### src/cvpm_regs.vh
// Constants for the drive-interface pin multiplexer and volume-button logic.
// Assumes an including module that runs on one 200 MHz clock.
`ifndef CVPM_REGS_VH
`define CVPM_REGS_VH
`define CVPM_PORT_DEFAULT      12'h279
`define CVPM_PORT_ALT_HIGH     12'h308
`define CVPM_PORT_ALT_LOW      12'h388
`define CVPM_CLK_PERIOD_PS     5000
`define CVPM_DEBOUNCE_US       10
`define CVPM_DEBOUNCE_CYC      ((`CVPM_DEBOUNCE_US * 1000000) / `CVPM_CLK_PERIOD_PS)
`define CVPM_VOL_MAX           6'h3f
`define CVPM_VOL_MIN           6'h00
`define CVPM_VOL_RESET         6'h20
`define CVPM_BTN_UP            0
`define CVPM_BTN_DOWN          1
`define CVPM_BTN_MUTE          2
`endif

### src/cvpm_pin_mux.v
// Pin-function multiplexer for the drive interface, shared output pin and volume buttons.
// Assumes all inputs are synchronous to sys_clk_i and strap pins are stable at reset release.
`timescale 1ns/1ps
`include "cvpm_regs.vh"

// What this block does
// - After reset the shared pin is a general output following the codec register ten bit.
// - A low serial-out strap turns the shared pin into an alternate drive select on base match.
// - The volume-pins enable makes the shared pin the volume-down input, above all else.
// - The drive interrupt is forwarded to the host interrupt line chosen by configuration.
// - The drive interrupt polarity is selectable and defaults to active high.
// - The drive DMA request is forwarded to the host DMA request line chosen by configuration.
// - The host DMA acknowledge for the drive channel is presented on the drive acknowledge.
// - Volume buttons act only while enabled, in the format chosen by the format setting.
// - A low volume-up input raises master volume of both channels.
// - A low volume-down input lowers master volume of both channels.
// - The mute input is momentary or has no effect, per the format setting.
// - With the port strap high the configuration port sits at 279h.
// - With the port strap low the serial clock is sampled at reset release: high 308h, low 388h.
// - The four drive pins are host upper address inputs unless the drive strap reads low.
// - The primary drive select goes low when the host address matches the drive base.
module cvpm_pin_mux #(
	parameter                    DEBOUNCE_CYC = `CVPM_DEBOUNCE_CYC,
	parameter                    ADDR_W       = 16,
	parameter                    BASE_MASK_W  = 3,
	parameter                    NUM_IRQ      = 16,
	parameter                    NUM_DRQ      = 8
) (
	input  wire                  sys_clk_i,
	input  wire                  rst_n_i,
	input  wire                  clk_en_i,
	input  wire                  gp_output_one_i,
	input  wire                  serial_out_strap_pin_i,
	input  wire                  drive_strap_pin_i,
	input  wire                  config_port_strap_i,
	input  wire                  serial_clock_pin_i,
	input  wire                  volume_pins_enable_i,
	input  wire                  volume_pin_format_i,
	input  wire [ADDR_W-1:0]     host_addr_i,
	input  wire                  host_aen_i,
	input  wire [ADDR_W-1:0]     drive_base_addr_i,
	input  wire [ADDR_W-1:0]     alt_drive_base_addr_i,
	input  wire                  drive_irq_in_i,
	input  wire                  drive_irq_polarity_i,
	input  wire [3:0]            drive_irq_sel_i,
	input  wire                  drive_irq_en_i,
	input  wire                  drive_dma_req_in_i,
	input  wire [2:0]            drive_dma_sel_i,
	input  wire                  drive_dma_en_i,
	input  wire [NUM_DRQ-1:0]    host_dack_n_i,
	input  wire                  shared_pin_in_i,
	input  wire                  vol_up_n_i,
	input  wire                  vol_mute_n_i,
	output reg                   shared_pin_out_o,
	output reg                   shared_pin_oe_o,
	output reg                   serial_clock_pin_oe_o,
	output reg                   drive_pins_active_o,
	output reg                   drive_select_out_n_o,
	output reg                   alt_drive_select_out_n_o,
	output reg  [NUM_IRQ-1:0]    host_irq_o,
	output reg  [NUM_DRQ-1:0]    host_drq_o,
	output reg                   drive_dma_ack_out_n_o,
	output reg  [11:0]           config_port_addr_o,
	output reg  [5:0]            master_vol_left_o,
	output reg  [5:0]            master_vol_right_o,
	output reg                   master_mute_o
);

	localparam CNT_W = 24;
	localparam [31:0]      DB_LAST_W = DEBOUNCE_CYC - 1;
	localparam [CNT_W-1:0] DB_LAST   = DB_LAST_W[CNT_W-1:0];
	localparam [1:0] ST_RESET = 2'b01;
	localparam [1:0] ST_RUN   = 2'b10;

	reg  [1:0]  state_reg;
	reg         alt_strap_reg;
	reg  [2:0]  btn_meta_reg;
	reg  [2:0]  btn_sync_reg;
	reg  [2:0]  btn_stable_reg;
	reg  [2:0]  btn_press_reg;
	reg  [5:0]  vol_reg;
	wire [2:0]  btn_raw_n;
	wire        irq_active;
	wire        drive_match;
	wire        alt_match;

	// Address decode against a base with the low bits of the window ignored.
	function base_hit;
		input [ADDR_W-1:0] addr;
		input [ADDR_W-1:0] base;
		begin
			base_hit = (addr[ADDR_W-1:BASE_MASK_W] == base[ADDR_W-1:BASE_MASK_W]);
		end
	endfunction

	// The volume-down button shares the multiplexed pin.
	assign btn_raw_n   = {vol_mute_n_i, shared_pin_in_i, vol_up_n_i};
	assign irq_active  = drive_irq_polarity_i ? ~drive_irq_in_i : drive_irq_in_i;
	assign drive_match = !host_aen_i && base_hit(host_addr_i, drive_base_addr_i);
	assign alt_match   = !host_aen_i && base_hit(host_addr_i, alt_drive_base_addr_i);

	// Straps are caught on the first enabled edge after reset release, never under reset.
	// Until then every pin keeps its default function.
	always @(posedge sys_clk_i) begin
		if (!rst_n_i) begin
			state_reg             <= ST_RESET;
			alt_strap_reg         <= 1'b0;
			drive_pins_active_o   <= 1'b0;
			config_port_addr_o    <= `CVPM_PORT_DEFAULT;
			serial_clock_pin_oe_o <= 1'b0;
		end else if (clk_en_i) begin
			case (state_reg)
				ST_RESET: begin
					state_reg           <= ST_RUN;
					alt_strap_reg       <= !serial_out_strap_pin_i;
					drive_pins_active_o <= !drive_strap_pin_i;
					// The port strap wins; the serial clock is looked at only when it is low.
					if (config_port_strap_i)
						config_port_addr_o <= `CVPM_PORT_DEFAULT;
					else if (serial_clock_pin_i)
						config_port_addr_o <= `CVPM_PORT_ALT_HIGH;
					else
						config_port_addr_o <= `CVPM_PORT_ALT_LOW;
				end
				ST_RUN: begin
					state_reg <= ST_RUN;
				end
				default: begin
					state_reg <= ST_RESET;
				end
			endcase
			// Serial clock stays an input throughout; its output use belongs elsewhere.
			serial_clock_pin_oe_o <= 1'b0;
		end
	end

	// Shared pin and drive pass-through.
	// In volume mode the pin is released rather than driven, so the button can pull it low.
	always @(posedge sys_clk_i) begin
		if (!rst_n_i) begin
			shared_pin_out_o         <= 1'b0;
			shared_pin_oe_o          <= 1'b1;
			drive_select_out_n_o     <= 1'b1;
			alt_drive_select_out_n_o <= 1'b1;
			host_irq_o               <= {NUM_IRQ{1'b0}};
			host_drq_o               <= {NUM_DRQ{1'b0}};
			drive_dma_ack_out_n_o    <= 1'b1;
		end else if (clk_en_i) begin
			if (volume_pins_enable_i) begin
				shared_pin_oe_o  <= 1'b0;
				shared_pin_out_o <= 1'b0;
			end else if (alt_strap_reg && state_reg == ST_RUN) begin
				shared_pin_oe_o  <= 1'b1;
				shared_pin_out_o <= !alt_match;
			end else begin
				shared_pin_oe_o  <= 1'b1;
				shared_pin_out_o <= gp_output_one_i;
			end
			// The dedicated alternate select stays high whenever the shared pin is not a select.
			alt_drive_select_out_n_o <= !(alt_strap_reg && !volume_pins_enable_i && alt_match);
			drive_select_out_n_o     <= !(drive_pins_active_o && drive_match);
			// At most one host line is raised for the drive, chosen by the configuration selects.
			host_irq_o <= (drive_pins_active_o && drive_irq_en_i && irq_active) ?
				({{(NUM_IRQ-1){1'b0}}, 1'b1} << drive_irq_sel_i) : {NUM_IRQ{1'b0}};
			host_drq_o <= (drive_pins_active_o && drive_dma_en_i && drive_dma_req_in_i) ?
				({{(NUM_DRQ-1){1'b0}}, 1'b1} << drive_dma_sel_i) : {NUM_DRQ{1'b0}};
			drive_dma_ack_out_n_o <= !(drive_pins_active_o && drive_dma_en_i &&
				!host_dack_n_i[drive_dma_sel_i]);
		end
	end

	// Each button: two-flop synchroniser, then a hold counter before the level is accepted.
	// Any return of the synchronised level to the accepted one restarts the count, so bounce
	// shorter than the hold window never steps the volume.
	genvar gi;
	generate
		for (gi = 0; gi < 3; gi = gi + 1) begin : g_btn
			reg [CNT_W-1:0] cnt_reg;
			always @(posedge sys_clk_i) begin
				if (!rst_n_i) begin
					btn_meta_reg[gi]   <= 1'b0;
					btn_sync_reg[gi]   <= 1'b0;
					btn_stable_reg[gi] <= 1'b0;
					btn_press_reg[gi]  <= 1'b0;
					cnt_reg            <= {CNT_W{1'b0}};
				end else if (clk_en_i) begin
					btn_meta_reg[gi]  <= !btn_raw_n[gi] && volume_pins_enable_i;
					btn_sync_reg[gi]  <= btn_meta_reg[gi];
					btn_press_reg[gi] <= 1'b0;
					if (btn_sync_reg[gi] == btn_stable_reg[gi]) begin
						cnt_reg <= {CNT_W{1'b0}};
					end else if (cnt_reg == DB_LAST) begin
						cnt_reg            <= {CNT_W{1'b0}};
						btn_stable_reg[gi] <= btn_sync_reg[gi];
						btn_press_reg[gi]  <= btn_sync_reg[gi];
					end else begin
						cnt_reg <= cnt_reg + {{(CNT_W-1){1'b0}}, 1'b1};
					end
				end
			end
		end
	endgenerate

	// One step per accepted press; up wins if both land together below the maximum, and limits saturate.
	// A held button gives a single step; there is no auto-repeat while it stays down.
	always @(posedge sys_clk_i) begin
		if (!rst_n_i) begin
			vol_reg            <= `CVPM_VOL_RESET;
			master_vol_left_o  <= `CVPM_VOL_RESET;
			master_vol_right_o <= `CVPM_VOL_RESET;
			master_mute_o      <= 1'b0;
		end else if (clk_en_i) begin
			if (btn_press_reg[`CVPM_BTN_UP] && vol_reg != `CVPM_VOL_MAX)
				vol_reg <= vol_reg + 6'h01;
			else if (btn_press_reg[`CVPM_BTN_DOWN] && vol_reg != `CVPM_VOL_MIN)
				vol_reg <= vol_reg - 6'h01;
			master_vol_left_o  <= vol_reg;
			master_vol_right_o <= vol_reg;
			// Momentary mute follows the held button; the other format ignores it.
			master_mute_o <= volume_pin_format_i && btn_stable_reg[`CVPM_BTN_MUTE];
		end
	end

endmodule

### config.mk
export PLATFORM = sky130hd
export DESIGN_NAME = cvpm_pin_mux
export DESIGN_NICKNAME = d
export VERILOG_FILES = /design/src/cvpm_pin_mux.v
export VERILOG_INCLUDE_DIRS = /design/src
export SDC_FILE = /design/constraint.sdc
export NUM_CORES = 1
export LEC_CHECK = 0
export BUFFER_PORTS_ARGS = -buffer_cell sky130_fd_sc_hd__buf_2
export CORE_MARGIN = 1.5
export CORE_UTILIZATION = 24
export DETAILED_ROUTE_END_ITERATION = 8
export GPL_TIMING_DRIVEN = 0
export SLEW_MARGIN = 40
export SYNTH_ARGS = -nofsm -noshare
export SYNTH_HDL_FRONTEND = slang
export SYNTH_SLANG_ARGS = --single-unit
### constraint.sdc
create_clock -name sys_clk_i -period 3.95 [get_ports sys_clk_i]
set_input_delay 1.185 -clock sys_clk_i [delete_from_list [all_inputs] [get_ports sys_clk_i]]
set_output_delay 1.185 -clock sys_clk_i [all_outputs]
set_load 0.01 [all_outputs]
# ---- After elaboration in Yosys (flattened, before gate mapping)
# Cells that the tools add are included.
dict set report op_classes {
  n_addsub 5
  magnitude_cmp 1
  eq_ne 11
  n_shift 2
  n_mux 23
  n_bitwise 4
  reduce_logical 37
}
# operator count
set ops {}
lappend ops {{$mux W24} 6}
lappend ops {{$add A24 B1 Y24 const B} 3}
lappend ops {{$eq A24 B11 Y1 const B} 3}
lappend ops {{$eq A13 B13 Y1} 2}
lappend ops {{$logic_and A1 B1 Y1} 17}
lappend ops {{$mux W16} 1}
lappend ops {{$mux W8} 2}
lappend ops {{$shl A1 B4 Y16 const A} 1}
lappend ops {{$logic_not A1 Y1} 12}
lappend ops {{$mux W6} 2}
lappend ops {{$mux W1} 9}
lappend ops {{$mux W9} 1}
lappend ops {{$reduce_and A3 Y1} 3}
lappend ops {{$shl A1 B3 Y8 const A} 1}
lappend ops {{$add A6 B1 Y6 const B} 1}
lappend ops {{$ne A6 B6 Y1 const B} 1}
lappend ops {{$reduce_bool A6 Y1} 1}
lappend ops {{$sub A6 B1 Y6 const B} 1}
lappend ops {{$lt A3 B4 Y1 const B} 1}
lappend ops {{$not A1 Y1} 4}
lappend ops {{$reduce_and A2 Y1} 2}
lappend ops {{$bmux W1 S3} 1}
lappend ops {{$eq A1 B1 Y1} 3}
lappend ops {{$eq A2 B1 Y1 const B} 1}
lappend ops {{4 further kinds} 4}
dict set report totals {
  register_bits 141
  inputBits 82
  out_inout_bits 56
  word_cells 111
}

# ---- Longest topological paths before layout
# Gate-level depths: netlist of run 1.
dict set report depth {
  ltp_word 5
  mapped_depth 9
  depth_no_buf 9
}

# ---- Worst setup path before layout of run 1
# No wires, ideal clock.
dict set report synth_path {
  path_type {input -> register}
  start {input port drive_dma_sel_i[0]}
  end {register drive_dma_ack_out_n_o}
  setup_ps 129
  t_arrival_ps 2330
  path_slack_ps 1491
  stages 6
  cell_sequence {clkbuf_1 > mux4_2 > mux2i_1 > nand3_1 > o21ai_0 > nand2_1}
}
dict set report synth_between {
  elab_chain_cells 5
}
# element line
set synth_lines {}
lappend synth_lines {{start, declared} cvpm_pin_mux.v:48} ;# input wire [2:0] drive_dma_sel_i,
lappend synth_lines {{$bmux W1 S3} cvpm_pin_mux.v:168} ;# !host_dack_n_i[drive_dma_sel_i]);
lappend synth_lines {{$mux W1 (not written as such)} cvpm_pin_mux.v:168}
lappend synth_lines {{$logic_not A1 Y1} cvpm_pin_mux.v:168}
lappend synth_lines {{$logic_and A1 B1 Y1} cvpm_pin_mux.v:167} ;# drive_dma_ack_out_n_o <= !(drive_pins_active_o && drive_dma_en_i &&
lappend synth_lines {{$logic_not A1 Y1} cvpm_pin_mux.v:167}
lappend synth_lines {{end signal, assigned} cvpm_pin_mux.v:167}
lappend synth_lines {{end, declared} cvpm_pin_mux.v:62} ;# output reg drive_dma_ack_out_n_o,
# No other way between the ends. The select of a mux whose other input is x is not followed.
# A chain may end at the register's enable or synchronous reset.

==> reports/metrics.cfg, run 1 <==
[status]
status = finished, final reports clean

[cts]
clk_pin_slew_worst_paths_ps = 60
cts.root.buffer_cell = clkbuf_16
cts_max_level = 4
numCtsBuffers = 17
clk_latency_ps = 430
clk_path_buf_depth = 2
postCtsHoldBufs = 0
cts_tree = yes
cts_setup_buffers = 0
cts.sinks = 132
cts_resized = 0

[grt]
antenna_found_initial = 0
grt_max_degree = 17
grt_first_pass_wirelength_mm = 31.4
grt_overflow = 0
grtUsageTotal_pct = 12.9
grt_pass1_vias = 6179

[final_layout]
multiInputGateArea_sq_um = 4030
fin_nets = 1070
drive_above_1_share_pct = 18.6
fin_util_pct = 30.4
seqCellArea_sq_um = 2640
instances_no_fill = 1375
n_antenna_cell = 0
largest_register_ffs = 72
area_delta_synth_final_pct = 24.5
fillerInstances = 3026

[detailed_routing]
viasPerCell = 4.87
wl_per_cell_um = 14.3
ant_nets = 0
vias = 6691
drt_iter0_markers = 321
wl_mm = 19.7
drcViolationCount = 0
drtPass1Iterations = 5

[placed_design]
hpwl_mm = 14.5
dp_cells = 1343
portBuffers = 116
place_congestion = 0.815

[job]
maxCapViolCount = 0

[yosys]
synth-simple-area-share_pct = 27.0
synthesis.area_sq_um = 7030
synthFlopType = dfxtp_1
synth.area.mux_share_pct = 4.22
yosys.area_share.xor_xnor_pct = 5.36
ys_seq_area_share_pct = 37.6
syn_area_per_cell_sq_um = 8.39
synthTopCellsByArea = dfxtp_1, nand2_1, nand3_1
synth_edf_count = 0
ys_ff_latch = 132
synth_top_family_by_area = simple AND/OR/NAND/NOR gates
synth_compound_area_share_pct = 18.3
syn_inst = 838
async_flop_share_pct = 0
yosysUniqueCellTypes = 63
synth_top_cell_by_area = dfxtp_1
ys_warn_count = 0
synth_top_cell_area_share_pct = 37.6
synth_fa_ha_area_share_pct = 1.89

[floorplanning]
start_util_pct = 24.4
dieWidth_um = 174
die_y_um = 174
rows = 62
ios = 138
core_sq_um = 28800
dieArea_sq_um = 30300

[timing]
whs_ps = 467
final_max_slew_viol_count = 0
setup_violations = 0
fmax_mhz = 351
rsz0062_at_grt = false
hold_viol_final = 0
slew-limit-headroom_pct = 47.1
finalCritPeriodShare_pct = 72.0
fin_skew_ps = 17.7
fin_crit_ps = 2850
tightestPinTransition_ps = 786
setup_tns_ps = 0

[worst_hold_path]
hold_path_class = flip-flop to flip-flop

[pwr]
power_leakage_uw = 0.00330
p_per_area_nw_per_um2 = 371
ir_drop_mv = 0.272

[critical_path]
critPathMaxFanout = 10
worstSetupPathType = primary input to flip-flop
cp-end-kind = flip-flop
arrival_ps = 3140
crit_path_start_kind = primary input
cp.required_ps = 4250

## synth_stat cells (3+ instances only)
library cell	instances
dfxtp_1	132
nand2_1	100
nand3_1	51
a21oi_1	42
nor2b_1	40
a31oi_1	39
clkbuf_1	33
nor2_1	33
nand4_1	27
mux2i_1	24
nor4_1	22
xor2_1	22
xnor2_1	21
and2_1	17
o21ai_0	17
and3_1	16
buf_4	16
a21boi_0	14
inv_1	14
a32oi_1	12
a41oi_1	10
nor3_1	10
and4_1	9
ha_1	9
nand2b_1	9
buf_1	8
o211ai_1	8
o2bb2ai_1	8
a22o_1	7
buf_2	6
a22oi_1	5
nand3b_1	4
nand4b_1	4
o21a_1	4
a21o_1	3
nor4_2	3
o32ai_1	3
or3_1	3
## per-stage QoR
stage                     total power, uW  area (sq um)  worst slack, ps
after floorplan                      1490          7050             1490
after global placement               1590          8110              644
after detailed placement             1590          8110              651
after CTS                            3270          8740             1080
after global routing                 3340          8750             1030
final                                3250          8750             1100
## worst paths after layout
| path | startpoint | end | slack, ps | cells past startpoint |
|---|---|---|---|---|
| setup / recovery | clk_en_i | master_vol_right_o[5] | 1100 | 6 |
| hold / removal | shared_pin_out_o | shared_pin_out_o | 470 | 2 |
| setup reg to reg | vol_reg[0] | vol_reg[5] | 1390 | 9 |
| hold reg to reg | shared_pin_out_o | shared_pin_out_o | 470 | 2 |
## cells in the final DEF (no fill, tap or decap), drive strengths merged, types with 5 or more instances in the layout
cell / synthesis / final
buf: 32 / 148
dfxtp: 132 / 132
nand2: 100 / 100
clkbuf: 33 / 53
nand3: 51 / 51
a21oi: 43 / 43
nor2b: 40 / 40
a31oi: 39 / 39
nor2: 33 / 33
nand4: 27 / 27
nor4: 25 / 25
mux2i: 24 / 24
xor2: 22 / 22
xnor2: 21 / 21
and2: 18 / 18
o21ai: 18 / 18
and3: 16 / 16
inv: 14 / 14
a21boi: 14 / 14
a32oi: 12 / 12
nor3: 11 / 11
a41oi: 10 / 10
and4: 9 / 9
nand2b: 9 / 9
ha: 9 / 9
o211ai: 8 / 8
o2bb2ai: 8 / 8
a22o: 7 / 7
conb: 2 / 7
clkinv: 1 / 6
a22oi: 5 / 5
## power breakdown
group          internal [uW]  switching [uW]
registers               1340            8.21
logic                   87.0             122
clock network           1090             598
## area by class of cell
class | count | share of cell area (%)
Buffer | 65 | 3.73
Tap cell | 384 | 5.49
Clock buffer | 20 | 5.22
Clock inverter | 12 | 2.05
Inverter | 15 | 0.644
Sequential cell | 132 | 30.2
Multi-Input combinational cell | 631 | 46.0
Timing Repair Buffer | 116 | 6.64
## per-layer routing
metal	track usage, %	part of all wire (%)	vias up
met1	16.4	45	3114
met3	2.49	5.4	20
li1	-	-	3343
met5	0	0	-
met2	21.5	48	214
met4	5.06	1.7	0
## worst max-delay path, cell delays in order
cell	delay [ps]
buf_2	170
clkbuf_1	390
buf_1	520
buf_1	540
mux2i_1	260
nand2_1	60
## kinds of logic after synthesis
logic type,count (synthesis)
buffers and inverters,80
flip-flops,132
XOR/XNOR,43
other,2
AO/OA/AOI/OAI,187
multiplexers,27
adder cells (fa/ha/maj),10
AND/OR/NAND/NOR,357
Note: power is estimated with default switching activity, not from simulation.
==> run 2: changes to the inputs <==
==> constraint.sdc (replaced) <==
create_clock -name sys_clk_i -period 2.43 [get_ports sys_clk_i]
set_input_delay 0.729 -clock sys_clk_i [delete_from_list [all_inputs] [get_ports sys_clk_i]]
set_output_delay 0.729 -clock sys_clk_i [all_outputs]
set_load 0.01 [all_outputs]
==> run 2 against run 1 <==
  * Sequential cell count did not move
  * Critical path depth rose by 1
  * Core utilization up 0.10 points
  * Count of clock-buffer cells in the layout did not move
  * Worst hold slack lost 1.5 ps
  * Cell count did not move
  * Largest cell class unchanged
  * Highest routed layer unchanged
==> reports/metrics.cfg, run 2 (synthesis results as in run 1) <==
[final_layout]
drive_above_1_share_pct = 19.5  ; +0.91 points
fin_nets = 1070  ; unchanged
final_common_cell = dfxtp_1
layout_common_cells = dfxtp_1, buf_2, nand2_1, nand3_1, a21oi_1
area_delta_synth_final_pct = 24.9
largest_register_ffs = 72  ; unchanged
n_antenna_cell = 0  ; unchanged

[floorplanning]
dieWidth_um = 174  ; unchanged
rows = 62  ; unchanged
die_y_um = 174  ; unchanged
core_sq_um = 28800  ; unchanged
ios = 138  ; unchanged
start_util_pct = 24.4  ; unchanged
dieArea_sq_um = 30300  ; unchanged

[timing]
whs_ps = 466  ; -1.49 ps
slew-limit-headroom_pct = 47.1  ; about the same
fmax_mhz = 432
final_max_slew_viol_count = 0  ; unchanged
hold_viol_final = 0  ; unchanged
rsz0062_at_grt = true
fin_skew_ps = 17.5  ; -0.186 ps
fin_crit_ps = 2310
finalCritPeriodShare_pct = 95.2
tightestPinTransition_ps = 786  ; -0.0651 ps
setup_violations = 0  ; unchanged

[placed_design]
portBuffers = 116  ; unchanged
place_congestion = 0.815  ; unchanged
hpwl_mm = 14.5  ; unchanged

[cts]
clk_latency_ps = 420  ; about the same
clk_path_buf_depth = 2  ; unchanged
cts_tree = yes
cts.sinks = 132  ; unchanged
cts_max_level = 4  ; unchanged
cts.root.buffer_cell = clkbuf_16
clk_pin_slew_worst_paths_ps = 60  ; about the same
numCtsBuffers = 17  ; unchanged
cts_setup_buffers = 0  ; unchanged

[detailed_routing]
wl_mm = 19.7  ; +0.12%
drcViolationCount = 0  ; unchanged
ant_nets = 0  ; unchanged
wl_met1_mm = 8.95  ; +0.72%
wl_per_cell_um = 14.3  ; +0.12%
drt_iter0_markers = 356  ; +11%
vias = 6678  ; -0.19%
top_layer_used = met4
viasPerCell = 4.86  ; -0.19%
drtPass1Iterations = 5  ; unchanged
met3_wirelength_mm = 1.02  ; -3.8%
wl_met2_mm = 9.39  ; about the same

[pwr]
switchingPower_uw = 1180  ; +61%
ir_drop_mv = 0.451  ; +66%
total_power_uw = 5270  ; +62%
p_int_uw = 4090  ; +62%
pwr-share-comb_pct = 6.5  ; about the same
pwr-share-seq_pct = 41.6  ; about the same
power.share.switching_pct = 22.3  ; -0.12 points
power_leakage_uw = 0.00331  ; +0.17%
p_per_area_nw_per_um2 = 600  ; +62%
pwr-share-clk_pct = 51.9  ; about the same

[critical_path]
cpLargestDelayFamily = simple AND/OR/NAND/NOR gates
arrival_ps = 2610  ; -530 ps
ff2ff_setup_slack_ps = 120  ; -1270 ps
reg2regPathDepth = 7  ; -2
cp-end-kind = flip-flop
r2r-end = g_btn[2].cnt_reg[20]
crit_path_start_kind = flip-flop
cp_slowest_stage_delay_ps = 500  ; -40 ps
r2r-start = g_btn[2].cnt_reg[0]
crit_buf_inv = 1  ; -3
slowest_stage = nor4_2
critPathMaxFanout = 8  ; -2
cp.required_ps = 2730  ; -1520 ps
startpoint = g_btn[2].cnt_reg[0]
crit_chain = ha_1, clkbuf_1, nand4_1, nor4_2, nand2_1, and3_1, a221o_1
worstSetupPathType = flip-flop to flip-flop

[worst_hold_path]
holdPathStages = 2  ; unchanged
hold_path_class = flip-flop to flip-flop
min-delay-start = shared_pin_out_o
min_delay_worst_endpoint = shared_pin_out_o

[grt]
antenna_found_initial = 0  ; unchanged
grt_first_pass_wirelength_mm = 31.4  ; unchanged
grt_pass1_vias = 6179  ; unchanged
grt_overflow = 0  ; unchanged
grtUsageTotal_pct = 12.9  ; unchanged
grt_max_degree = 17  ; unchanged

[job]
maxCapViolCount = 0  ; unchanged

[status]
status = finished, final reports clean

[run 2: changes by cell type in the layout (fill, tap and decap cells not counted), sizes merged]
cell | previous run | this run
clkbuf | 53 | 54
buf | 148 | 147
[run 2: tightest hold or removal path, delay by kind of cell (launching register included)]
family             cells  cell delay [ps]
DFF                    1              330
and+or+nand+nor        1               60
AOI/OAI and AO/OA      1               50
[run 2: power by group through the flow]
stage | clock, uW | sequential [uW] | combinational (uW)
after detailed placement | 0 | 2240 | 342
after floorplan | 0 | 2240 | 186
after CTS | 2770 | 2190 | 344
after global placement | 0 | 2240 | 339
after global routing | 2860 | 2190 | 372
final | 2730 | 2190 | 341
[run 2: routing by layer]
| metal | vias to the layer above | global-route usage [%] |
|---|---|---|
| met5 | - | 0 |
| met4 | 0 | 5.06 |
| met3 | 22 | 2.49 |
| met2 | 212 | 21.5 |
| met1 | 3096 | 16.4 |
| li1 | 3348 | - |
[run 2: repair_timing]
action | CTS | global route
setup endpoints to repair | 1 | 8
cloned | 0 | 0
hold buffers | 0 | 0
resized for setup | 3 | 9
[run 2: worst max-delay path by stage]
| stage | depth (start not counted) | end | slack (ps) |
|---|---|---|---|
| after global placement | 6 | master_vol_right_o[5] | -420 |
| after CTS | 6 | master_vol_right_o[5] | 20 |
| after floorplan | 9 | vol_reg[5] | 150 |
| after detailed placement | 6 | master_vol_right_o[5] | -410 |
| after global routing | 7 | g_btn[2].cnt_reg[20] | -20 |
| final | 7 | g_btn[2].cnt_reg[20] | 120 |
[run 2: through the flow]
stage	cells	utilization, %	setup TNS [ps]	instance area [sq um]	setup slack, ps
3_3_place_gp	1343	28.2	-3920	8110	-420
2_1_floorplan	843	-	0	7050	150
6_report	1375	30.5	0	8780	117
3_5_place_dp	1343	28.2	-4820	8110	-413
4_1_cts	1375	30.4	0	8740	20.0
5_1_grt	1375	30.5	-30.2	8780	-21.0
[run 2: layout make-up]
type / count / area [sq um]
fill: 3020 / 20000
multi-input combinational: 631 / 4050
sequential: 132 / 2650
timing repair buffer: 116 / 581
tap: 384 / 480
clock buffer: 20 / 457
buffer: 65 / 328
clock inverter: 12 / 179
inverter: 15 / 56.3
